### config.mk
export PLATFORM = sky130hd
export DESIGN_NAME = eqf_egress
export DESIGN_NICKNAME = d
export VERILOG_FILES = /design/src/design/eqf_class_fifo.v /design/src/design/eqf_egress.v
export VERILOG_INCLUDE_DIRS = /design/src /design/src/design
export SDC_FILE = /design/constraint.sdc
export NUM_CORES = 2
export LEC_CHECK = 0
export BUFFER_PORTS_ARGS = -buffer_cell sky130_fd_sc_hd__buf_2
export CAP_MARGIN = 10
export CELL_PAD_IN_SITES_DETAIL_PLACEMENT = 2
export CELL_PAD_IN_SITES_GLOBAL_PLACEMENT = 2
export CORE_ASPECT_RATIO = 0.7
export CORE_MARGIN = 10
export CORE_UTILIZATION = 50
export CTS_CLUSTER_DIAMETER = 60
export DETAILED_ROUTE_END_ITERATION = 16
export HOLD_SLACK_MARGIN = 0.03
export MAX_ROUTING_LAYER = met4
export PLACE_DENSITY_LB_ADDON = 0.1
export SLEW_MARGIN = 20
export SYNTH_ARGS = -nofsm -noshare
export SYNTH_HDL_FRONTEND = slang
export SYNTH_SLANG_ARGS = --single-unit
### constraint.sdc
create_clock -name clock -period 16.7 [get_ports clock]
set_input_delay 0.835 -clock clock [delete_from_list [all_inputs] [get_ports clock]]
set_output_delay 0.835 -clock clock [all_outputs]
set_load 0.02 [all_outputs]
### src/design/eqf_consts.vh
`ifndef EQF_CONSTS_VH
`define EQF_CONSTS_VH
// ==========================================================
// Register byte offsets
`define EQF_OFS_CTRL 8'h00
`define EQF_OFS_TCLASS 8'h04
`define EQF_OFS_REGEN 8'h08
`define EQF_OFS_BUF_LIM 8'h0c
`define EQF_OFS_TRANSIT 8'h10
`define EQF_OFS_STATUS 8'h14
`define EQF_OFS_DROP_FULL 8'h18
`define EQF_OFS_DROP_AGE 8'h1c
// ==========================================================
// Control register fields
`define EQF_CTRL_NTC_LSB 0
`define EQF_CTRL_NTC_MSB 3
`define EQF_CTRL_RR 4
`define EQF_CTRL_AGE_EN 5
`define EQF_CTRL_ALT 6
// Status register fields
`define EQF_STAT_NONEMPTY_LSB 0
`define EQF_STAT_FWD 8
// ==========================================================
// Reset values
`define EQF_CTRL_RST 7'h00
`define EQF_REGEN_RST 24'hfac688
`define EQF_BUF_LIM_RST 16'h01f4
`define EQF_TRANSIT_RST 16'h03e8
// Recommended class tables, entry for priority p at bits 3p+2..3p
`define EQF_TC_DEF1 24'h000000
`define EQF_TC_DEF2 24'h249000
`define EQF_TC_DEF3 24'h489000
`define EQF_TC_DEF4 24'h6d2201
`define EQF_TC_DEF5 24'h91a201
`define EQF_TC_DEF6 24'hb63401
`define EQF_TC_DEF7 24'hd63401
`define EQF_TC_DEF8 24'hfac642
// Access priority maps, integrator supplied, plain defaults
`define EQF_ACC_MAP_RST 24'hfac688
`define EQF_ACC_ALT_RST 24'hd92000
// ==========================================================
// Outbound MAC methods
`define EQF_MAC_CSMA 3'h0
`define EQF_MAC_TBUS 3'h1
`define EQF_MAC_TRING 3'h2
`define EQF_MAC_DQDB 3'h3
`define EQF_MAC_ISLAN 3'h4
`define EQF_MAC_WLAN 3'h5
`define EQF_MAC_FDDI 3'h6
`define EQF_MAC_DPRI 3'h7
// Low access level for a method without priority support
`define EQF_ACC_LOW 3'h0
// ==========================================================
// Timing: age tick period in ns and clock period in ns
`define EQF_TICK_NS 1000
`define EQF_CLK_NS 40
`define EQF_TICK_CYC ((`EQF_TICK_NS) / (`EQF_CLK_NS))
`endif

### src/design/eqf_class_fifo.v
`timescale 1ns/1ps
// ==========================================================
// One traffic class queue: flip-flop ring, DEPTH a power of two
module eqf_class_fifo #(
  parameter W = 40,
  parameter DEPTH = 4,
  parameter AW = 2
)(
  // Clock and reset
  input wire clock,
  input wire resetn,
  // Control
  input wire flush,
  input wire push,
  input wire [W-1:0] push_data,
  input wire pop,
  // State
  output wire [W-1:0] head,
  output wire empty,
  output wire full
);
  reg [W-1:0] mem_q [0:DEPTH-1];
  reg [AW-1:0] rd_q;
  reg [AW-1:0] wr_q;
  reg [AW:0] cnt_q;
  wire do_push;
  wire do_pop;

  // Push refused when full; pop ignored when empty
  assign do_push = push && !full && !flush;
  assign do_pop = pop && !empty && !flush;
  assign empty = (cnt_q == {(AW+1){1'b0}});
  assign full = (cnt_q == DEPTH[AW:0]);
  assign head = mem_q[rd_q];

  // Pointers and count; flush drops all entries at once
  always @(posedge clock or negedge resetn)
  begin
    if (!resetn)
    begin
      rd_q <= {AW{1'b0}};
      wr_q <= {AW{1'b0}};
      cnt_q <= {(AW+1){1'b0}};
    end
    else if (flush)
    begin
      rd_q <= {AW{1'b0}};
      wr_q <= {AW{1'b0}};
      cnt_q <= {(AW+1){1'b0}};
    end
    else
    begin
      if (do_push)
        wr_q <= wr_q + {{(AW-1){1'b0}}, 1'b1};
      if (do_pop)
        rd_q <= rd_q + {{(AW-1){1'b0}}, 1'b1};
      if (do_push && !do_pop)
        cnt_q <= cnt_q + {{AW{1'b0}}, 1'b1};
      else if (do_pop && !do_push)
        cnt_q <= cnt_q - {{AW{1'b0}}, 1'b1};
    end
  end

  // Storage needs no reset; empty guards stale contents
  always @(posedge clock)
  begin
    if (do_push)
      mem_q[wr_q] <= push_data;
  end
endmodule

### src/design/eqf_egress.v
`timescale 1ns/1ps
`include "eqf_consts.vh"
// Function
// - Frames of one priority keep their arrival order through the port.
// - Class queue chosen by looking up the frame priority in the class table.
// - Up to eight classes; class 0 normal, nonzero classes expedited.
// - With a single class every priority maps to class 0.
// - Reset class table holds recommended entries for two to four classes.
// - Reset class table holds recommended entries for five to eight classes.
// - Frame leaves its queue when handed to the MAC, never retried.
// - Optionally drop frames whose buffering time has expired.
// - Drop frames that would exceed the transit delay limit.
// - Flush every queue when the port leaves forwarding.
// - Drops here touch only this port's copies.
// - Default selection is strict priority, highest nonempty class first.
// - Each queue is served oldest first.
// - Optional round-robin selection, order within queues unchanged.
// - Regenerated priority passed unchanged into the transmit request.
// - Access priority from a fixed per-method map, not software writable.
// - Token ring offers an alternate three-level map, default map otherwise.
// - Method without priority support gets the low access level.
// - Same LAN type and unmodified data reuses received check sequence.
// - Different type, modified data or bad check forces recalculation.
// - Invalid received check sequence marks the request field unspecified.
// - Class lookup uses the regenerated priority, identity by default.
module eqf_egress #(
  parameter NUM_TC = 8,
  parameter DEPTH = 4,
  parameter AW = 2,
  parameter TAGW = 16,
  parameter [2:0] TX_MAC = `EQF_MAC_CSMA,
  parameter [23:0] ACC_MAP = `EQF_ACC_MAP_RST,
  parameter [23:0] ACC_ALT_MAP = `EQF_ACC_ALT_RST
)(
  // Clock and reset
  input wire clock,
  input wire resetn,
  // AHB-Lite slave
  input wire hsel,
  input wire [7:0] haddr,
  input wire [1:0] htrans,
  input wire hwrite,
  input wire [2:0] hsize,
  input wire [31:0] hwdata,
  input wire hready,
  output reg [31:0] hrdata,
  output reg hreadyout,
  output reg hresp,
  // Port state
  input wire port_fwd,
  // Relayed frames from the filtering stage
  input wire in_valid,
  input wire [TAGW-1:0] in_tag,
  input wire [2:0] in_prio,
  input wire [2:0] in_rx_mac,
  input wire in_modified,
  input wire in_fcs_ok,
  output reg in_ready,
  // Transmit request to the port MAC
  output reg tx_valid,
  input wire tx_ready,
  output reg [TAGW-1:0] tx_tag,
  output reg [2:0] tx_prio,
  output reg [2:0] tx_access,
  output reg tx_fcs_keep
);
  // ========================================================
  // Descriptor layout and derived constants
  localparam TSW = 16;
  localparam DW = TAGW + 4 + TSW;
  localparam P_LSB = TAGW;
  localparam K_BIT = TAGW + 3;
  localparam T_LSB = TAGW + 4;
  localparam [15:0] TICK_CYC = `EQF_TICK_CYC;
  localparam [3:0] NTC_MAX = NUM_TC;
  localparam [23:0] TC_DEF =
    (NUM_TC == 8) ? `EQF_TC_DEF8 : (NUM_TC == 7) ? `EQF_TC_DEF7 :
    (NUM_TC == 6) ? `EQF_TC_DEF6 : (NUM_TC == 5) ? `EQF_TC_DEF5 :
    (NUM_TC == 4) ? `EQF_TC_DEF4 : (NUM_TC == 3) ? `EQF_TC_DEF3 :
    (NUM_TC == 2) ? `EQF_TC_DEF2 : `EQF_TC_DEF1;

  // ========================================================
  // Registers
  reg [3:0] ntc_q;
  reg rr_en_q;
  reg age_en_q;
  reg alt_q;
  reg [23:0] tclass_q;
  reg [23:0] regen_q;
  reg [15:0] buf_lim_q;
  reg [15:0] transit_q;
  reg [15:0] drop_full_q;
  reg [15:0] drop_age_q;
  reg [15:0] pre_q;
  reg [TSW-1:0] now_q;
  reg [2:0] rr_q;
  reg wr_pend_q;
  reg [7:0] wr_addr_q;

  integer i;
  integer k;
  wire [7:0] q_empty;
  wire [7:0] q_full;
  wire [7:0] q_push;
  wire [7:0] q_pop;
  wire [7:0] expired;
  wire [7:0] elig;
  wire load;
  wire [DW-1:0] q_head [0:7];
  reg [2:0] sel_c;
  reg sel_any;
  reg [2:0] j;
  reg [3:0] n_exp;
  integer m;

  // ========================================================
  // Arrival path: regenerate, classify, stamp
  wire [2:0] reg_prio;
  wire [2:0] tc_raw;
  wire [2:0] tc_in;
  wire [2:0] tc_top;
  wire keep_in;
  wire [DW-1:0] in_desc;
  wire arrive;

  assign reg_prio = regen_q[3*in_prio +: 3];
  assign tc_raw = tclass_q[3*reg_prio +: 3];
  assign tc_top = ntc_q[2:0] - 3'h1;
  // Class beyond the supported count folds onto the top class
  assign tc_in = (ntc_q == 4'h1) ? 3'h0 :
    ((tc_raw > tc_top) ? tc_top : tc_raw);
  // Received check sequence reusable only on a clean same-type relay
  assign keep_in = (in_rx_mac == TX_MAC) && !in_modified && in_fcs_ok;
  assign in_desc = {now_q, keep_in, reg_prio, in_tag};
  // Frames offered while the port is not forwarding are discarded
  assign arrive = in_valid && in_ready && port_fwd;

  // ========================================================
  // Class queues, one per supported class
  genvar c;
  generate
    for (c = 0; c < 8; c = c + 1)
    begin : g_cls
      wire [TSW-1:0] age;
      assign q_push[c] = arrive && (tc_in == c);
      if (c < NUM_TC)
      begin : g_on
        eqf_class_fifo #(.W(DW), .DEPTH(DEPTH), .AW(AW)) u_q (
          .clock(clock),
          .resetn(resetn),
          .flush(!port_fwd),
          .push(q_push[c]),
          .push_data(in_desc),
          .pop(q_pop[c]),
          .head(q_head[c]),
          .empty(q_empty[c]),
          .full(q_full[c])
        );
      end
      else
      begin : g_off
        assign q_head[c] = {DW{1'b0}};
        assign q_empty[c] = 1'b1;
        assign q_full[c] = 1'b1;
      end
      // Head is the oldest entry, so ageing only ever looks at it
      assign age = now_q - q_head[c][T_LSB +: TSW];
      assign expired[c] = !q_empty[c] &&
        (((transit_q != 16'h0000) && (age >= transit_q)) ||
         (age_en_q && (buf_lim_q != 16'h0000) && (age >= buf_lim_q)));
      assign elig[c] = !q_empty[c] && !expired[c] && (c < ntc_q);
      // Expired heads leave; selection never picks them
      assign q_pop[c] = expired[c] || (load && sel_any && (sel_c == c));
    end
  endgenerate

  // ========================================================
  // Selection: strict priority or round robin
  assign load = port_fwd && (!tx_valid || tx_ready);

  always @*
  begin
    sel_any = 1'b0;
    sel_c = 3'h0;
    j = 3'h0;
    if (!rr_en_q)
    begin
      // Later hits win, so the highest eligible class is taken
      for (i = 0; i < 8; i = i + 1)
        if (elig[i])
        begin
          sel_any = 1'b1;
          sel_c = i[2:0];
        end
    end
    else
    begin
      // Scan from far to near so the class after the last served wins
      for (k = 7; k >= 0; k = k - 1)
      begin
        j = rr_q + 3'h1 + k[2:0];
        if (elig[j])
        begin
          sel_any = 1'b1;
          sel_c = j;
        end
      end
    end
  end

  // Count queues aged out this cycle
  always @*
  begin
    n_exp = 4'h0;
    for (m = 0; m < 8; m = m + 1)
      n_exp = n_exp + {3'h0, expired[m]};
  end

  // ========================================================
  // Access priority from fixed maps
  wire [DW-1:0] sel_desc;
  wire [2:0] sel_prio;
  wire [2:0] acc;
  assign sel_desc = q_head[sel_c];
  assign sel_prio = sel_desc[P_LSB +: 3];
  // Maps are parameters; no register can reach them
  assign acc = (TX_MAC == `EQF_MAC_ISLAN) ? `EQF_ACC_LOW :
    ((TX_MAC == `EQF_MAC_TRING) && alt_q) ? ACC_ALT_MAP[3*sel_prio +: 3] :
    ACC_MAP[3*sel_prio +: 3];

  // Transmit stage; a loaded frame is already out of its queue
  always @(posedge clock or negedge resetn)
  begin
    if (!resetn)
    begin
      tx_valid <= 1'b0;
      tx_tag <= {TAGW{1'b0}};
      tx_prio <= 3'h0;
      tx_access <= 3'h0;
      tx_fcs_keep <= 1'b0;
      rr_q <= 3'h0;
    end
    else if (!port_fwd)
      tx_valid <= 1'b0;
    else if (load)
    begin
      tx_valid <= sel_any;
      if (sel_any)
      begin
        tx_tag <= sel_desc[TAGW-1:0];
        tx_prio <= sel_prio;
        tx_access <= acc;
        tx_fcs_keep <= sel_desc[K_BIT];
        rr_q <= sel_c;
      end
    end
  end

  // ========================================================
  // Age time base and drop counters
  always @(posedge clock or negedge resetn)
  begin
    if (!resetn)
    begin
      pre_q <= 16'h0000;
      now_q <= {TSW{1'b0}};
      drop_full_q <= 16'h0000;
      drop_age_q <= 16'h0000;
      in_ready <= 1'b0;
    end
    else
    begin
      // Always ready: a full queue drops rather than stalls the relay
      in_ready <= 1'b1;
      if (pre_q == TICK_CYC - 16'h0001)
      begin
        pre_q <= 16'h0000;
        now_q <= now_q + {{(TSW-1){1'b0}}, 1'b1};
      end
      else
        pre_q <= pre_q + 16'h0001;
      if (arrive && q_full[tc_in] && drop_full_q != 16'hffff)
        drop_full_q <= drop_full_q + 16'h0001;
      // Saturating; a wrap would hide a burst of losses
      if (n_exp != 4'h0)
      begin
        if ({1'b0, drop_age_q} + {13'h0, n_exp} > 17'h0ffff)
          drop_age_q <= 16'hffff;
        else
          drop_age_q <= drop_age_q + {12'h000, n_exp};
      end
    end
  end

  // ========================================================
  // AHB-Lite slave, zero wait states, always OKAY
  wire ahb_go;
  wire [31:0] status;
  assign ahb_go = hsel && hready && htrans[1];
  assign status = {23'h0, port_fwd, ~q_empty};

  always @(posedge clock or negedge resetn)
  begin
    if (!resetn)
    begin
      hreadyout <= 1'b0;
      hresp <= 1'b0;
      hrdata <= 32'h00000000;
      wr_pend_q <= 1'b0;
      wr_addr_q <= 8'h00;
    end
    else
    begin
      hreadyout <= 1'b1;
      hresp <= 1'b0;
      wr_pend_q <= ahb_go && hwrite;
      wr_addr_q <= haddr;
      if (ahb_go && !hwrite)
      begin
        case (haddr)
          `EQF_OFS_CTRL: hrdata <= {25'h0, alt_q, age_en_q, rr_en_q, ntc_q};
          `EQF_OFS_TCLASS: hrdata <= {8'h00, tclass_q};
          `EQF_OFS_REGEN: hrdata <= {8'h00, regen_q};
          `EQF_OFS_BUF_LIM: hrdata <= {16'h0000, buf_lim_q};
          `EQF_OFS_TRANSIT: hrdata <= {16'h0000, transit_q};
          `EQF_OFS_STATUS: hrdata <= status;
          `EQF_OFS_DROP_FULL: hrdata <= {16'h0000, drop_full_q};
          `EQF_OFS_DROP_AGE: hrdata <= {16'h0000, drop_age_q};
          default: hrdata <= 32'h00000000;
        endcase
      end
    end
  end

  // Register writes land in the data phase
  always @(posedge clock or negedge resetn)
  begin
    if (!resetn)
    begin
      ntc_q <= NTC_MAX;
      rr_en_q <= 1'b0;
      age_en_q <= 1'b0;
      alt_q <= 1'b0;
      tclass_q <= TC_DEF;
      regen_q <= `EQF_REGEN_RST;
      buf_lim_q <= `EQF_BUF_LIM_RST;
      transit_q <= `EQF_TRANSIT_RST;
    end
    else if (wr_pend_q)
    begin
      case (wr_addr_q)
        `EQF_OFS_CTRL:
        begin
          // Class count clamped to what was built
          if (hwdata[`EQF_CTRL_NTC_MSB:`EQF_CTRL_NTC_LSB] == 4'h0)
            ntc_q <= 4'h1;
          else if (hwdata[`EQF_CTRL_NTC_MSB:`EQF_CTRL_NTC_LSB] > NTC_MAX)
            ntc_q <= NTC_MAX;
          else
            ntc_q <= hwdata[`EQF_CTRL_NTC_MSB:`EQF_CTRL_NTC_LSB];
          rr_en_q <= hwdata[`EQF_CTRL_RR];
          age_en_q <= hwdata[`EQF_CTRL_AGE_EN];
          alt_q <= hwdata[`EQF_CTRL_ALT];
        end
        `EQF_OFS_TCLASS: tclass_q <= hwdata[23:0];
        `EQF_OFS_REGEN: regen_q <= hwdata[23:0];
        `EQF_OFS_BUF_LIM: buf_lim_q <= hwdata[15:0];
        `EQF_OFS_TRANSIT: transit_q <= hwdata[15:0];
        default: ntc_q <= ntc_q;
      endcase
    end
  end
endmodule

==> flow_metrics.env <==
export IMPL_grt_pass1_wl_um=412000
export IMPL_yosysMostFrequentCell="edfxtp_1"
export IMPL_p_sw_frac=0.396
export IMPL_crit_start="g_cls[0].g_on.u_q.rd_q[1]"
export IMPL_cts_tree="built"
export IMPL_worst_skew_pair_late_latency_ps=840
export IMPL_placementRows=113
export IMPL_drive_above_1_share=0.203
export IMPL_fin_skew_ps=46.8
export IMPL_antenna_left=0
export IMPL_cts_root_buf="clkbuf_16"
export IMPL_antenna_found_initial=14
export IMPL_dieWidth_um=462
export IMPL_clkTransAtPathRegs_ps=70
export IMPL_synth_ff_type="edfxtp_1"
export IMPL_vdd_drop_max_mv=0.147
export IMPL_yosys_top_cells_count="edfxtp_1 (1152), ha_1 (427), inv_1 (296), mux4_2 (294), nor2_1 (267)"
export IMPL_worst_path_dominant_cell_family="compound AO/OA/AOI/OAI gates"
export IMPL_yosysSeqAreaShare=0.603
export IMPL_min_period_ps=14100
export IMPL_cap_viol_max_count=0
export IMPL_grt_max_degree=87
export IMPL_cp_arrival_ps=14820
export IMPL_worstSetupPathDepth=42
export IMPL_tightest_slew_ps=1270
export IMPL_status="completed"
export IMPL_p_int_w=0.00728
export IMPL_cp_endpoint="drop_age_q[10]"
export IMPL_viasPerCell=7.03
export IMPL_wl_per_cell_um=42.8
export IMPL_dieArea_um2=152000
export IMPL_r2r_slack_ps=2600
export IMPL_netlist_top_cells_area="edfxtp_1 (51%), mux4_2 (9.7%), dfrtp_1 (8.3%)"
export IMPL_place_ws_ps=3720
export IMPL_firstDrtPassIters=8
export IMPL_slowest_delay_ps=920
export IMPL_htree_levels=4
export IMPL_critical_path_required_ps=17420
export IMPL_critPathMaxFanout=25
export IMPL_synth_area_per_cell_um2=14.8
export IMPL_hold_buffers=1
export IMPL_synthCells=4636
export IMPL_fmax_ghz=0.0709
export IMPL_floorplan_initialDensity=0.504
export IMPL_wirelength_um=292000
export IMPL_drc=0
export IMPL_core_area_um2=136000
export IMPL_hp_class="in2reg"
export IMPL_fin_ws_ps=2600
export IMPL_p_leak_nw=28.5
export IMPL_crit_type="reg2reg"
export IMPL_utilization=0.564
export IMPL_area_growth_synth_to_final_pct=12.0
export IMPL_worstHoldPathCells=1
export IMPL_cts_resized=0
export IMPL_rsz0062_at_grt="false"
export IMPL_grt_usage=0.394
export IMPL_io_pins=136
export IMPL_ys_seq_elements=1417
export IMPL_r2r_end="drop_age_q[10]"
export IMPL_rr_worst_depth=42
export IMPL_tns_ps=0
export IMPL_place_hpwl_um=178000
export IMPL_critPathCaptureType="flip-flop"
export IMPL_post_cts_buffers=0
export IMPL_gr_total_overflow=0
export IMPL_fill_cells=12053
export IMPL_seq_power_share=0.338
export IMPL_p_sw_w=0.00478
export IMPL_port_buffers=114
export IMPL_mappedNetlistArea_um2=68500
export IMPL_cts_max_path_buffers=3
export IMPL_p_comb_frac=0.373
export IMPL_die_h_um=330
export IMPL_placed_cells=6551
export IMPL_drtIter0Drc=7097
export IMPL_numCtsBuffers=145
export IMPL_clkPwrFrac=0.289
export IMPL_slew_viol_final=0
export IMPL_yosysTopAreaCell="edfxtp_1"
export IMPL_synth_edf_count=1152
export IMPL_r2r_start="g_cls[0].g_on.u_q.rd_q[1]"
export IMPL_synth_top_area_share=0.505
export IMPL_stdcell_count=6832
export IMPL_hold_viol_final=0
export IMPL_cp_slowest_cell="nor3_1"
export IMPL_async_flop_share=0.187
export IMPL_cts_sinks=1417
export IMPL_via_count=48061
export IMPL_synth_warnings=0
export IMPL_powerDensity_nw_per_um2=157
export IMPL_setup_violations=0
export IMPL_path_buf_inv=4
export IMPL_first_global_vias=51824
export IMPL_period_share=0.844
export IMPL_nNetsFinal=5384
export IMPL_yosysUniqueCellTypes=95
export IMPL_fin_hold_ws_ps=166
export IMPL_gp_congestion=0.905
export IMPL_startpoint_type="flip-flop"
export IMPL_maxSlewHeadroom=0.145
## power by group through the flow
stage	Combinational, W	Sequential, W	Clock, W
6_report	0.00450	0.00408	0.00348
5_1_grt	0.00468	0.00408	0.00361
4_1_cts	0.00435	0.00407	0.00348
3_5_place_dp	0.00417	0.00413	0
3_3_place_gp	0.00382	0.00412	0
2_1_floorplan	0.00259	0.00405	0
## layout by cell type (no fill, tap or decap), types with 16 or more instances in the layout
cell / n
a211oi_1: 20
a31oi_1: 20
ha_1: 427
a21boi_0: 42
o21bai_1: 16
clkbuf_1: 30
and3_1: 19
dfrtp_2: 16
fa_1: 21
clkinv_1: 18
o21ai_0: 209
nor2b_1: 31
clkinv_2: 24
mux4_2: 294
mux2_2: 114
edfxtp_1: 1152
nand4_1: 43
mux2i_1: 101
nor3_1: 47
a22oi_1: 41
nor2_4: 20
buf_2: 113
nand2_1: 258
nand2b_1: 41
o21a_1: 32
inv_1: 295
o221ai_1: 16
a22o_1: 23
nor2_1: 245
buf_4: 106
nand3_1: 60
dfstp_2: 37
or2_2: 18
a21oi_1: 183
clkbuf_16: 150
xnor2_1: 112
xor2_1: 52
dfrtp_1: 211
a21o_1: 17
## layer usage
layer | routed length [um] | vias up | global-route usage
met3 | 33000 | 942 | 0.0979
li1 | - | 18232 | -
met4 | 16000 | 0 | 0.187
met5 | 0 | - | -
met2 | 133000 | 3363 | 0.587
met1 | 111000 | 25524 | 0.507
## layout make-up
type,count,area [um2],area share
flip-flops and latches,1417,41300,0.538
multi-input cells,2775,25700,0.336
clock buffers,194,4060,0.0529
well taps,1840,2300,0.0300
repair buffers,222,1400,0.0182
inverters,298,1120,0.0146
clock inverters,75,757,0.00987
diodes,11,27.5,0.000359
## cells by family after synthesis
| logic type | synth area share |
|---|---|
| muxes | 0.131 |
| DFF | 0.603 |
| other | 0.000110 |
| AOI/OAI and AO/OA | 0.0729 |
| buffers and inverters | 0.0258 |
| and+or+nand+nor | 0.0624 |
| adders and majority gates | 0.0842 |
| xor gates and xnor gates | 0.0212 |
## metrics by stage
step,power (W),instance area [um2]
finish,0.0121,76700
global route,0.0124,76700
CTS,0.0119,76600
detailed placement,0.00831,71800
global placement,0.00795,71800
floorplan,0.00664,68500
## worst min-delay path by stage
stage	endpoint	slack, ps	from
detailed placement	pre_q[15]	470	pre_q[15]
CTS	wr_addr_q[7]	120	haddr[7]
global placement	hrdata[14]	460	hrdata[14]
finish	wr_addr_q[7]	170	haddr[7]
global route	wr_addr_q[7]	170	haddr[7]
floorplan	pre_q[15]	440	pre_q[15]
## flip-flops by register name, indices dropped and copies added, names as in the netlist, 24 cells and up
register / flops
tclass_q: 24
hrdata: 24
g_cls.g_on.u_q.mem_q: 1152
g_cls.g_on.u_q.cnt_q: 24
regen_q: 24
No activity file was read; power rests on OpenSTA's default activity.
